## config.mk

```make
export PLATFORM = sky130hd
export DESIGN_NAME = eewa_ctrl
export DESIGN_NICKNAME = d
export VERILOG_FILES = /design/src/core/eewa_pkg.sv /design/src/core/eewa_op_timer.sv /design/src/core/eewa_int_ctrl.sv /design/src/core/eewa_ctrl.sv
export SDC_FILE = /design/constraint.sdc
export NUM_CORES = 2
export LEC_CHECK = 0
export BUFFER_PORTS_ARGS = -buffer_cell sky130_fd_sc_hd__buf_2
export CAP_MARGIN = 40
export CORE_ASPECT_RATIO = 0.9
export CORE_UTILIZATION = 32
export CTS_BUF_LIST = sky130_fd_sc_hd__clkbuf_8 sky130_fd_sc_hd__clkbuf_16
export CTS_CLUSTER_DIAMETER = 100
export DETAILED_ROUTE_END_ITERATION = 10
export GPL_TIMING_DRIVEN = 0
export PLACE_DENSITY = 0.47
export REMOVE_ABC_BUFFERS = 1
export SKIP_CTS_REPAIR_TIMING = 1
export SLEW_MARGIN = 20
export SYNTH_ARGS = -nofsm -noshare
export SYNTH_HDL_FRONTEND = slang
export SYNTH_SLANG_ARGS = --single-unit
```

## constraint.sdc

```tcl
create_clock -name sys_clk -period 7.35 [get_ports sys_clk]
set_input_delay 0.3675 -clock sys_clk [delete_from_list [all_inputs] [get_ports sys_clk]]
set_output_delay 0.3675 -clock sys_clk [all_outputs]
set_load 0.1 [all_outputs]
```

## src/core/eewa_pkg.sv

```systemverilog
// Purpose: Shared constants for the word-access EEPROM controller
// Assumes: 125 MHz system clock, AHB-Lite register access
// Notes: Register map is a 256-byte window, one register per word

package eewa_pkg;

    // Clock and operation timing
    localparam int unsigned SYS_CLK_MHZ = 125;
    localparam int unsigned PROG_TIME_NS = 1000;
    localparam int unsigned ERASE_TIME_NS = 8000;
    localparam int unsigned PROG_CYCLES = (PROG_TIME_NS * SYS_CLK_MHZ + 999) / 1000;
    localparam int unsigned ERASE_CYCLES = (ERASE_TIME_NS * SYS_CLK_MHZ + 999) / 1000;
    localparam int CNT_W = 16;
    localparam logic [CNT_W-1:0] PROG_CNT = CNT_W'(PROG_CYCLES);
    localparam logic [CNT_W-1:0] ERASE_CNT = CNT_W'(ERASE_CYCLES);
    localparam logic [CNT_W-1:0] CNT_ONE = 16'h0001;
    localparam logic [CNT_W-1:0] CNT_ZERO = 16'h0000;

    // Array geometry
    localparam int WORDS = 64;
    localparam int IDX_W = 6;
    localparam logic [31:0] SIZE_BYTES = 32'h0000_0100;
    localparam logic [31:0] ERASED_WORD = 32'hffff_ffff;
    localparam logic [31:0] ADDR_STEP = 32'h0000_0004;

    // Register byte offsets
    localparam logic [7:0] OFS_ADDR = 8'h00;
    localparam logic [7:0] OFS_WDATA = 8'h04;
    localparam logic [7:0] OFS_RDATA = 8'h08;
    localparam logic [7:0] OFS_CMD = 8'h0c;
    localparam logic [7:0] OFS_STATUS = 8'h10;
    localparam logic [7:0] OFS_SIZE = 8'h14;
    localparam logic [7:0] OFS_PROT = 8'h18;
    localparam logic [7:0] OFS_RIS = 8'h1c;
    localparam logic [7:0] OFS_IM = 8'h20;
    localparam logic [7:0] OFS_MIS = 8'h24;
    localparam logic [7:0] OFS_ICR = 8'h28;
    localparam logic [7:0] OFS_FLASH_IM = 8'h2c;

    // Field positions and reset values
    localparam int ST_INVPL = 0;
    localparam int ST_WRBUSY = 1;
    localparam int ST_NOPERM = 2;
    localparam int ST_COPY = 3;
    localparam int ST_ERASE = 4;
    localparam int ST_WORKING = 5;
    localparam int INT_PROGRAM_BIT = 0;
    localparam int FIM_EEPROM_BIT = 2;
    localparam int CMD_ERASE_BIT = 0;
    localparam int PROT_WP_BIT = 0;
    localparam int PROT_SUP_BIT = 1;
    localparam logic [1:0] PROT_RESET = 2'h0;
    localparam logic [31:0] ADDR_RESET = 32'h0000_0000;

    typedef enum logic [1:0] {OP_IDLE, OP_PROG, OP_ERASE} eewa_op_type;

endpackage

```

## src/core/eewa_op_timer.sv

```systemverilog
// Purpose: Counts out the duration of a program or erase operation
// Assumes: start only while idle
// Notes: done is a one-cycle pulse on the last counted cycle

`timescale 1ns/1ns
`default_nettype none

module eewa_op_timer (
    input wire logic sys_clk,
    input wire logic nrst,
    input wire logic start,
    input wire logic erase,
    output logic busy,
    output logic done
);

    logic [eewa_pkg::CNT_W-1:0] cnt_reg;
    logic [eewa_pkg::CNT_W-1:0] cnt_next;

    assign busy = cnt_reg != eewa_pkg::CNT_ZERO;
    assign done = cnt_reg == eewa_pkg::CNT_ONE;
    assign cnt_next = start ? (erase ? eewa_pkg::ERASE_CNT : eewa_pkg::PROG_CNT)
                    : busy ? cnt_reg - eewa_pkg::CNT_ONE : eewa_pkg::CNT_ZERO;

    always_ff @(posedge sys_clk or negedge nrst)
    begin
        if (!nrst)
            cnt_reg <= eewa_pkg::CNT_ZERO;
        else
            cnt_reg <= cnt_next;
    end

endmodule

`default_nettype wire

```

## src/core/eewa_int_ctrl.sv

```systemverilog
// Purpose: Completion interrupt, raw flag with enable and clear
// Assumes: set and clear are one-cycle pulses
// Notes: A set in the clearing cycle wins

`timescale 1ns/1ns
`default_nettype none

module eewa_int_ctrl (
    input wire logic sys_clk,
    input wire logic nrst,
    input wire logic set_evt,
    input wire logic clr,
    input wire logic en_we,
    input wire logic en_d,
    output logic raw,
    output logic masked,
    output logic en
);

    logic raw_reg;
    logic en_reg;

    always_ff @(posedge sys_clk or negedge nrst)
    begin
        if (!nrst)
            raw_reg <= 1'b0;
        else if (set_evt)
            raw_reg <= 1'b1;
        else if (clr)
            raw_reg <= 1'b0;
    end

    always_ff @(posedge sys_clk or negedge nrst)
    begin
        if (!nrst)
            en_reg <= 1'b0;
        else if (en_we)
            en_reg <= en_d;
    end

    assign raw = raw_reg;
    assign en = en_reg;
    assign masked = raw_reg & en_reg;

endmodule

`default_nettype wire

```

## src/core/eewa_ctrl.sv

```systemverilog
// Purpose: Word-organised EEPROM controller with AHB-Lite registers
// Assumes: Single AHB-Lite slave, whole-word transfers only
// Notes: Reads take one wait state, writes none; hresp is always OKAY
//
// Design decisions made here: the AHB-Lite interface to the registers and the register offsets.

`timescale 1ns/1ns
`default_nettype none

module eewa_ctrl (
    input wire logic sys_clk,
    input wire logic nrst,
    input wire logic hsel,
    input wire logic [31:0] haddr,
    input wire logic [1:0] htrans,
    input wire logic hwrite,
    input wire logic [2:0] hsize,
    input wire logic [3:0] hprot,
    input wire logic [31:0] hwdata,
    input wire logic hready,
    output logic hreadyout,
    output logic [31:0] hrdata,
    output logic hresp,
    input wire logic flash_irq_in,
    output logic shared_irq
);

    function automatic logic hit(input logic [5:0] idx, input logic [7:0] ofs);
        return idx == ofs[7:2];
    endfunction

    ////////////////////////////////////////////////////////////////////////////
    // Bus slave

    logic dp_wr_reg;
    logic dp_rd_reg;
    logic rd_wait_reg;
    logic [5:0] dp_idx_reg;
    logic dp_priv_reg;
    logic [31:0] hrdata_reg;
    logic [31:0] rd_mux;
    wire logic addr_take = hsel & htrans[1] & hready;
    wire logic rd_fire = dp_rd_reg & ~rd_wait_reg;
    wire logic wr_fire = dp_wr_reg;

    // Data phase state follows each address phase that the bus completes
    always_ff @(posedge sys_clk or negedge nrst)
    begin
        if (!nrst)
            dp_wr_reg <= 1'b0;
        else if (hready)
            dp_wr_reg <= addr_take & hwrite;
    end

    always_ff @(posedge sys_clk or negedge nrst)
    begin
        if (!nrst)
            dp_rd_reg <= 1'b0;
        else if (hready)
            dp_rd_reg <= addr_take & ~hwrite;
    end

    always_ff @(posedge sys_clk or negedge nrst)
    begin
        if (!nrst)
            dp_idx_reg <= 6'h00;
        else if (hready)
            dp_idx_reg <= haddr[7:2];
    end

    always_ff @(posedge sys_clk or negedge nrst)
    begin
        if (!nrst)
            dp_priv_reg <= 1'b0;
        else if (hready)
            dp_priv_reg <= hprot[1];
    end

    always_ff @(posedge sys_clk or negedge nrst)
    begin
        if (!nrst)
            rd_wait_reg <= 1'b0;
        else
            rd_wait_reg <= rd_fire;
    end

    always_ff @(posedge sys_clk or negedge nrst)
    begin
        if (!nrst)
            hrdata_reg <= 32'h0000_0000;
        else if (rd_fire)
            hrdata_reg <= rd_mux;
    end

    assign hreadyout = ~rd_fire;
    assign hrdata = hrdata_reg;
    assign hresp = 1'b0;

    ////////////////////////////////////////////////////////////////////////////
    // Decode

    // Register selected by the current data phase
    wire logic sel_addr = hit(dp_idx_reg, eewa_pkg::OFS_ADDR);
    wire logic sel_wdata = hit(dp_idx_reg, eewa_pkg::OFS_WDATA);
    wire logic sel_rdata = hit(dp_idx_reg, eewa_pkg::OFS_RDATA);
    wire logic sel_cmd = hit(dp_idx_reg, eewa_pkg::OFS_CMD);
    wire logic sel_status = hit(dp_idx_reg, eewa_pkg::OFS_STATUS);
    wire logic sel_size = hit(dp_idx_reg, eewa_pkg::OFS_SIZE);
    wire logic sel_prot = hit(dp_idx_reg, eewa_pkg::OFS_PROT);
    wire logic sel_ris = hit(dp_idx_reg, eewa_pkg::OFS_RIS);
    wire logic sel_im = hit(dp_idx_reg, eewa_pkg::OFS_IM);
    wire logic sel_mis = hit(dp_idx_reg, eewa_pkg::OFS_MIS);
    wire logic sel_icr = hit(dp_idx_reg, eewa_pkg::OFS_ICR);
    wire logic sel_fim = hit(dp_idx_reg, eewa_pkg::OFS_FLASH_IM);

    wire logic wr_addr = wr_fire & sel_addr;
    wire logic wr_wdata = wr_fire & sel_wdata;
    wire logic wr_cmd = wr_fire & sel_cmd;
    wire logic wr_prot = wr_fire & sel_prot;
    wire logic wr_im = wr_fire & sel_im;
    wire logic wr_icr = wr_fire & sel_icr;
    wire logic wr_fim = wr_fire & sel_fim;
    wire logic rd_rdata = rd_fire & sel_rdata;

    ////////////////////////////////////////////////////////////////////////////
    // Operation control

    eewa_pkg::eewa_op_type op_state_reg;
    eewa_pkg::eewa_op_type op_state_next;
    logic [31:0] addr_reg;
    logic [1:0] prot_reg;
    logic [eewa_pkg::IDX_W-1:0] prog_idx_reg;
    logic [31:0] prog_data_reg;
    logic invalid_param_flag;
    logic write_busy_flag;
    logic no_permission_flag;
    logic [31:0] mem_reg [eewa_pkg::WORDS];
    logic tmr_done;

    wire logic busy = op_state_reg != eewa_pkg::OP_IDLE;
    wire logic addr_aligned = addr_reg[1:0] == 2'h0;
    wire logic addr_in_range = addr_reg[31:eewa_pkg::IDX_W+2] == '0;
    wire logic param_ok = addr_aligned & addr_in_range;
    wire logic perm_rd_ok = ~prot_reg[eewa_pkg::PROT_SUP_BIT] | dp_priv_reg;
    wire logic perm_wr_ok = perm_rd_ok & ~prot_reg[eewa_pkg::PROT_WP_BIT];
    wire logic prog_req = wr_wdata;
    wire logic erase_req = wr_cmd & hwdata[eewa_pkg::CMD_ERASE_BIT];
    wire logic req_any = prog_req | erase_req;
    wire logic prog_go = prog_req & ~busy & param_ok & perm_wr_ok;
    wire logic erase_go = erase_req & ~busy;
    wire logic rd_ok = rd_rdata & param_ok & perm_rd_ok;
    wire logic [eewa_pkg::IDX_W-1:0] addr_idx = addr_reg[eewa_pkg::IDX_W+1:2];
    wire logic prog_done = tmr_done & (op_state_reg == eewa_pkg::OP_PROG);
    wire logic erase_done = tmr_done & (op_state_reg == eewa_pkg::OP_ERASE);

    eewa_op_timer u_timer (
        .sys_clk(sys_clk),
        .nrst(nrst),
        .start(prog_go | erase_go),
        .erase(erase_go),
        .busy(),
        .done(tmr_done)
    );

    always_comb
    begin
        op_state_next = op_state_reg;
        unique case (op_state_reg)
            eewa_pkg::OP_IDLE:
            begin
                if (prog_go)
                    op_state_next = eewa_pkg::OP_PROG;
                else if (erase_go)
                    op_state_next = eewa_pkg::OP_ERASE;
            end
            eewa_pkg::OP_PROG, eewa_pkg::OP_ERASE:
            begin
                if (tmr_done)
                    op_state_next = eewa_pkg::OP_IDLE;
            end
            default:
                op_state_next = eewa_pkg::OP_IDLE;
        endcase
    end

    always_ff @(posedge sys_clk or negedge nrst)
    begin
        if (!nrst)
            op_state_reg <= eewa_pkg::OP_IDLE;
        else
            op_state_reg <= op_state_next;
    end

    // Error flags describe the latest program or erase request
    always_ff @(posedge sys_clk or negedge nrst)
    begin
        if (!nrst)
            invalid_param_flag <= 1'b0;
        else if (req_any)
            invalid_param_flag <= prog_req & ~param_ok;
    end

    always_ff @(posedge sys_clk or negedge nrst)
    begin
        if (!nrst)
            write_busy_flag <= 1'b0;
        else if (req_any)
            write_busy_flag <= busy;
    end

    always_ff @(posedge sys_clk or negedge nrst)
    begin
        if (!nrst)
            no_permission_flag <= 1'b0;
        else if (req_any)
            no_permission_flag <= prog_req & ~perm_wr_ok;
    end

    // Word pointer steps after each accepted word
    always_ff @(posedge sys_clk or negedge nrst)
    begin
        if (!nrst)
            addr_reg <= eewa_pkg::ADDR_RESET;
        else if (wr_addr)
            addr_reg <= hwdata;
        else if (prog_go | rd_ok)
            addr_reg <= addr_reg + eewa_pkg::ADDR_STEP;
    end

    always_ff @(posedge sys_clk or negedge nrst)
    begin
        if (!nrst)
            prog_idx_reg <= '0;
        else if (prog_go)
            prog_idx_reg <= addr_idx;
    end

    always_ff @(posedge sys_clk or negedge nrst)
    begin
        if (!nrst)
            prog_data_reg <= 32'h0000_0000;
        else if (prog_go)
            prog_data_reg <= hwdata;
    end

    always_ff @(posedge sys_clk or negedge nrst)
    begin
        if (!nrst)
            prot_reg <= eewa_pkg::PROT_RESET;
        else if (erase_done)
            prot_reg <= eewa_pkg::PROT_RESET;
        else if (wr_prot & ~busy)
            prot_reg <= hwdata[1:0];
    end

    ////////////////////////////////////////////////////////////////////////////
    // Array

    genvar gi;
    generate
        for (gi = 0; gi < eewa_pkg::WORDS; gi++)
        begin : g_word
            always_ff @(posedge sys_clk or negedge nrst)
            begin
                if (!nrst)
                    mem_reg[gi] <= eewa_pkg::ERASED_WORD;
                else if (erase_done)
                    mem_reg[gi] <= eewa_pkg::ERASED_WORD;
                else if (prog_done && prog_idx_reg == eewa_pkg::IDX_W'(gi))
                    mem_reg[gi] <= prog_data_reg;
            end
        end
    endgenerate

    ////////////////////////////////////////////////////////////////////////////
    // Interrupt

    logic int_raw;
    logic int_masked;
    logic int_en;
    wire logic en_we = wr_im | wr_fim;
    wire logic en_d = wr_fim ? hwdata[eewa_pkg::FIM_EEPROM_BIT]
                             : hwdata[eewa_pkg::INT_PROGRAM_BIT];

    eewa_int_ctrl u_int (
        .sys_clk(sys_clk),
        .nrst(nrst),
        .set_evt(tmr_done),
        .clr(wr_icr & hwdata[eewa_pkg::INT_PROGRAM_BIT]),
        .en_we(en_we),
        .en_d(en_d),
        .raw(int_raw),
        .masked(int_masked),
        .en(int_en)
    );

    assign shared_irq = flash_irq_in | int_masked;

    ////////////////////////////////////////////////////////////////////////////
    // Read data

    wire logic [31:0] status_word =
        (32'(invalid_param_flag) << eewa_pkg::ST_INVPL)
        | (32'(write_busy_flag) << eewa_pkg::ST_WRBUSY)
        | (32'(no_permission_flag) << eewa_pkg::ST_NOPERM)
        | (32'(op_state_reg == eewa_pkg::OP_PROG) << eewa_pkg::ST_COPY)
        | (32'(op_state_reg == eewa_pkg::OP_ERASE) << eewa_pkg::ST_ERASE)
        | (32'(busy) << eewa_pkg::ST_WORKING);
    wire logic [31:0] ris_word = 32'(int_raw) << eewa_pkg::INT_PROGRAM_BIT;
    wire logic [31:0] mis_word = 32'(int_masked) << eewa_pkg::INT_PROGRAM_BIT;
    wire logic [31:0] im_word = 32'(int_en) << eewa_pkg::INT_PROGRAM_BIT;
    wire logic [31:0] fim_word = 32'(int_en) << eewa_pkg::FIM_EEPROM_BIT;
    wire logic [31:0] mem_word = rd_ok ? mem_reg[addr_idx] : 32'h0000_0000;

    assign rd_mux =
        sel_addr ? addr_reg
        : sel_rdata ? mem_word
        : sel_status ? status_word
        : sel_size ? eewa_pkg::SIZE_BYTES
        : sel_prot ? {30'h0, prot_reg}
        : sel_ris ? ris_word
        : sel_im ? im_word
        : sel_mis ? mis_word
        : sel_fim ? fim_word
        : 32'h0000_0000;

endmodule

`default_nettype wire

```

==> impl_metrics.py <==
metrics = {
    "outcome": {
        "outcome": "complete, no violations",
    },
    "setup_path": {
        "ff2ff_setup_slack_ps": 2830,
        "cp_max_fo": 33,
        "r2r_end": "hrdata[28]",
        "cp-start-kind": "register",
        "critical_path_class": "reg2reg",
        "crit_arrival_ps": 5310,
        "end_kind": "register",
        "worstPathRequired_ps": 8150,
        "r2r_start": "addr_reg[2]",
        "rr_worst_depth": 12,
    },
    "power": {
        "power_frac_seq_pct": 43.5,
        "p_sw_mw": 8.229,
        "swShare_pct": 28.72,
        "pwr-share-comb_pct": 13.9,
        "p_int_mw": 20.42,
        "power_leakage_nw": 43.51,
        "clkPwrFrac_pct": 42.6,
        "p_per_area_nw_per_um2": 232.9,
        "ir_worst_vdd_uv": 208.9,
    },
    "grt": {
        "use_met1_pct": 39.57,
        "first_global_vias": 83370,
        "global_route.usage.met2_pct": 42.10,
        "grtUsageMet3_pct": 9.449,
        "grt_first_pass_wirelength_mm": 680.4,
        "antenna_found_initial": 31,
        "top_usage_layer": "met2",
        "gr-total-overflow": 0,
        "grt.total_usage_pct": 29.24,
        "grt_max_degree": 138,
    },
    "route": {
        "wl_mm": 489.8,
        "drc_errors": 0,
        "antenna_left": 0,
        "first_iter_violations": 10260,
        "via_per_inst": 6.273,
        "vias": 85560,
        "dr.pass1.iters": 7,
        "detail_route.wl_per_cell_um": 35.91,
    },
    "floorplanning": {
        "start_util_pct": 32.23,
        "ios": 114,
        "dieHeight_um": 543.8,
        "fp.dieW_um": 604.0,
        "design.die.area_um2": 328400,
        "rows": 198,
        "core_um2": 323800,
    },
    "final_layout": {
        "layout_common_cells": "2396 x nand2_1, 2048 x dfstp_2, 2040 x o211ai_1, 378 x mux2i_1, 332 x mux4_2",
        "final_cells": 13640,
        "fin_area_um2": 123000,
        "synthToLayoutAreaGrowth_pct": 17.89,
        "layout_commonest_cell": "nand2_1",
        "drive_above_1_share_pct": 37.27,
        "final_net_count": 9233,
        "largest_reg_flops": 2048,
    },
    "place": {
        "pre_cts_ws_ps": 2861,
        "placed_area_um2": 114700,
        "placed_cells": 13150,
        "dp_hpwl_mm": 328.3,
        "place_congestion": 0.7940,
        "io_buffers": 79,
    },
    "clocking": {
        "htree_levels": 4,
        "clk_pin_slew_worst_paths_ps": 60,
        "cts_tree": "built",
        "clk_latency_ps": 950,
        "clock_path_buffers": 4,
        "numCtsBuffers": 236,
        "cts_sinks": 2185,
        "cts-root-buf": "clkbuf_16",
    },
    "sta": {
        "period_share_pct": 61.47,
        "setup_tns_ps": 0,
        "finalClockSkew_ps": 52.08,
        "slew_headroom_pct": 35.75,
        "setup_ws_ps": 2832,
        "fmax_mhz": 221.3,
        "whs_ps": 12.49,
        "hold_viol": 0,
        "rsz0062_at_grt": "false",
        "tightest_slew_ps": 962.7,
        "maxSlewViolCount": 0,
        "setup_viol": 0,
        "period_needed_ps": 4518,
    },
    "yosys": {
        "synth_edf_count": 0,
        "seq_area_frac_synth_pct": 54.85,
        "synth.distinct_cells": 79,
        "syn_area_um2": 104400,
        "synth_top_area_cell": "dfstp_2",
        "synth.area.top_cells": "dfstp_2 52%, o211ai_1 15%, nand2_1 8.8%, mux4_2 7.2%, mux2i_1 3.6%",
        "ys_async_sr_fraction_pct": 100.0,
        "synth_ff_type": "dfstp_2",
        "synth_top_area_share_pct": 51.56,
        "synthesis.yosys.warnings": 0,
        "ys_seq_elements": 2185,
        "syn-instance-count": 9302,
        "syn_avg_cell_area_um2": 11.22,
    },
    "job": {
        "cap_violations": 0,
    },
    "hold_path": {
        "holdCritPathClass": "in2async",
    },
}
[power groups by stage]
stage               Sequential [mW]  Combinational [mW]  Clock, mW
floorplan                      13.0                2.16          0
global placement               13.1                3.66          0
detailed placement             12.6                3.89          0
CTS                            12.4                3.90       12.3
global route                   12.4                4.06       12.8
finish                         12.4                3.99       12.2
[Yosys cell counts, drive strengths merged (55+ instances only)]
master  instances
dfstp        2048
mux4          332
a21oi          61
buf           484
clkbuf        468
o22ai          78
o21ai          74
a22oi         108
dfrtp         137
mux2i         378
nand2        2453
o211ai       2040
nor2          101
mux2           83
nand3          55
[worst max-delay path, cell delays in order, from the launching register on]
cell and delay (ps):
dfrtp_4 830, buf_16 340, buf_16 320, buf_16 310
buf_12 260, buf_12 240, buf_16 280, mux4_2 600
a22oi_1 240, a21oi_1 90, o311ai_0 430, buf_2 230
nand3_1 80
[worst max path at each step]
stage	from	endpoint	slack, ps	cells past startpoint
2_1_floorplan	op_state_reg[0]	mem_reg[1806]	-26120	4
3_3_place_gp	op_state_reg[0]	mem_reg[1880]	-44750	4
3_5_place_dp	addr_reg[2]	hrdata[28]	2860	12
4_1_cts	addr_reg[2]	hrdata[28]	2820	12
5_1_grt	addr_reg[2]	hrdata[28]	2710	12
6_report	addr_reg[2]	hrdata[28]	2830	12
[final cells by class]
type	instances	area, µm²
clock buffers	308	6919
flip-flops and latches	2185	57260
well taps	4300	5380
repair buffers	559	9128
clock inverters	115	843.3
multi-input cells	6148	43410
inverters	17	78.83
diodes	7	17.52
fillers	30890	200800
[metal layers]
layer,part of all wire [%],vias to the layer above
met5,0.0084,-
met4,5.6,6
met3,11,1265
met2,42,5061
met1,41,45090
li1,-,34130
[logic make-up (layout without fill, tap and decap cells)]
logic type / after synthesis / count (layout) / share of synthesized area, %
simple gates: 2771 / 2771 / 10.75
compound gates: 2558 / 2558 / 18.22
flops: 2185 / 2185 / 54.85
buf+inv: 969 / 999 / 4.264
mux: 793 / 793 / 11.69
xor+xnor: 18 / 18 / 0.1511
fa+ha+maj: 7 / 7 / 0.08392
other cells: 1 / 8 / 0.003593
[metrics by stage]
step           power (mW)  utilization (%)
2_1_floorplan       15.11                -
3_3_place_gp        16.74            32.66
3_5_place_dp        16.50            35.42
4_1_cts             28.68            37.82
5_1_grt             29.31            37.99
6_report            28.65            38.00
Power figures use the tool's default switching activity.
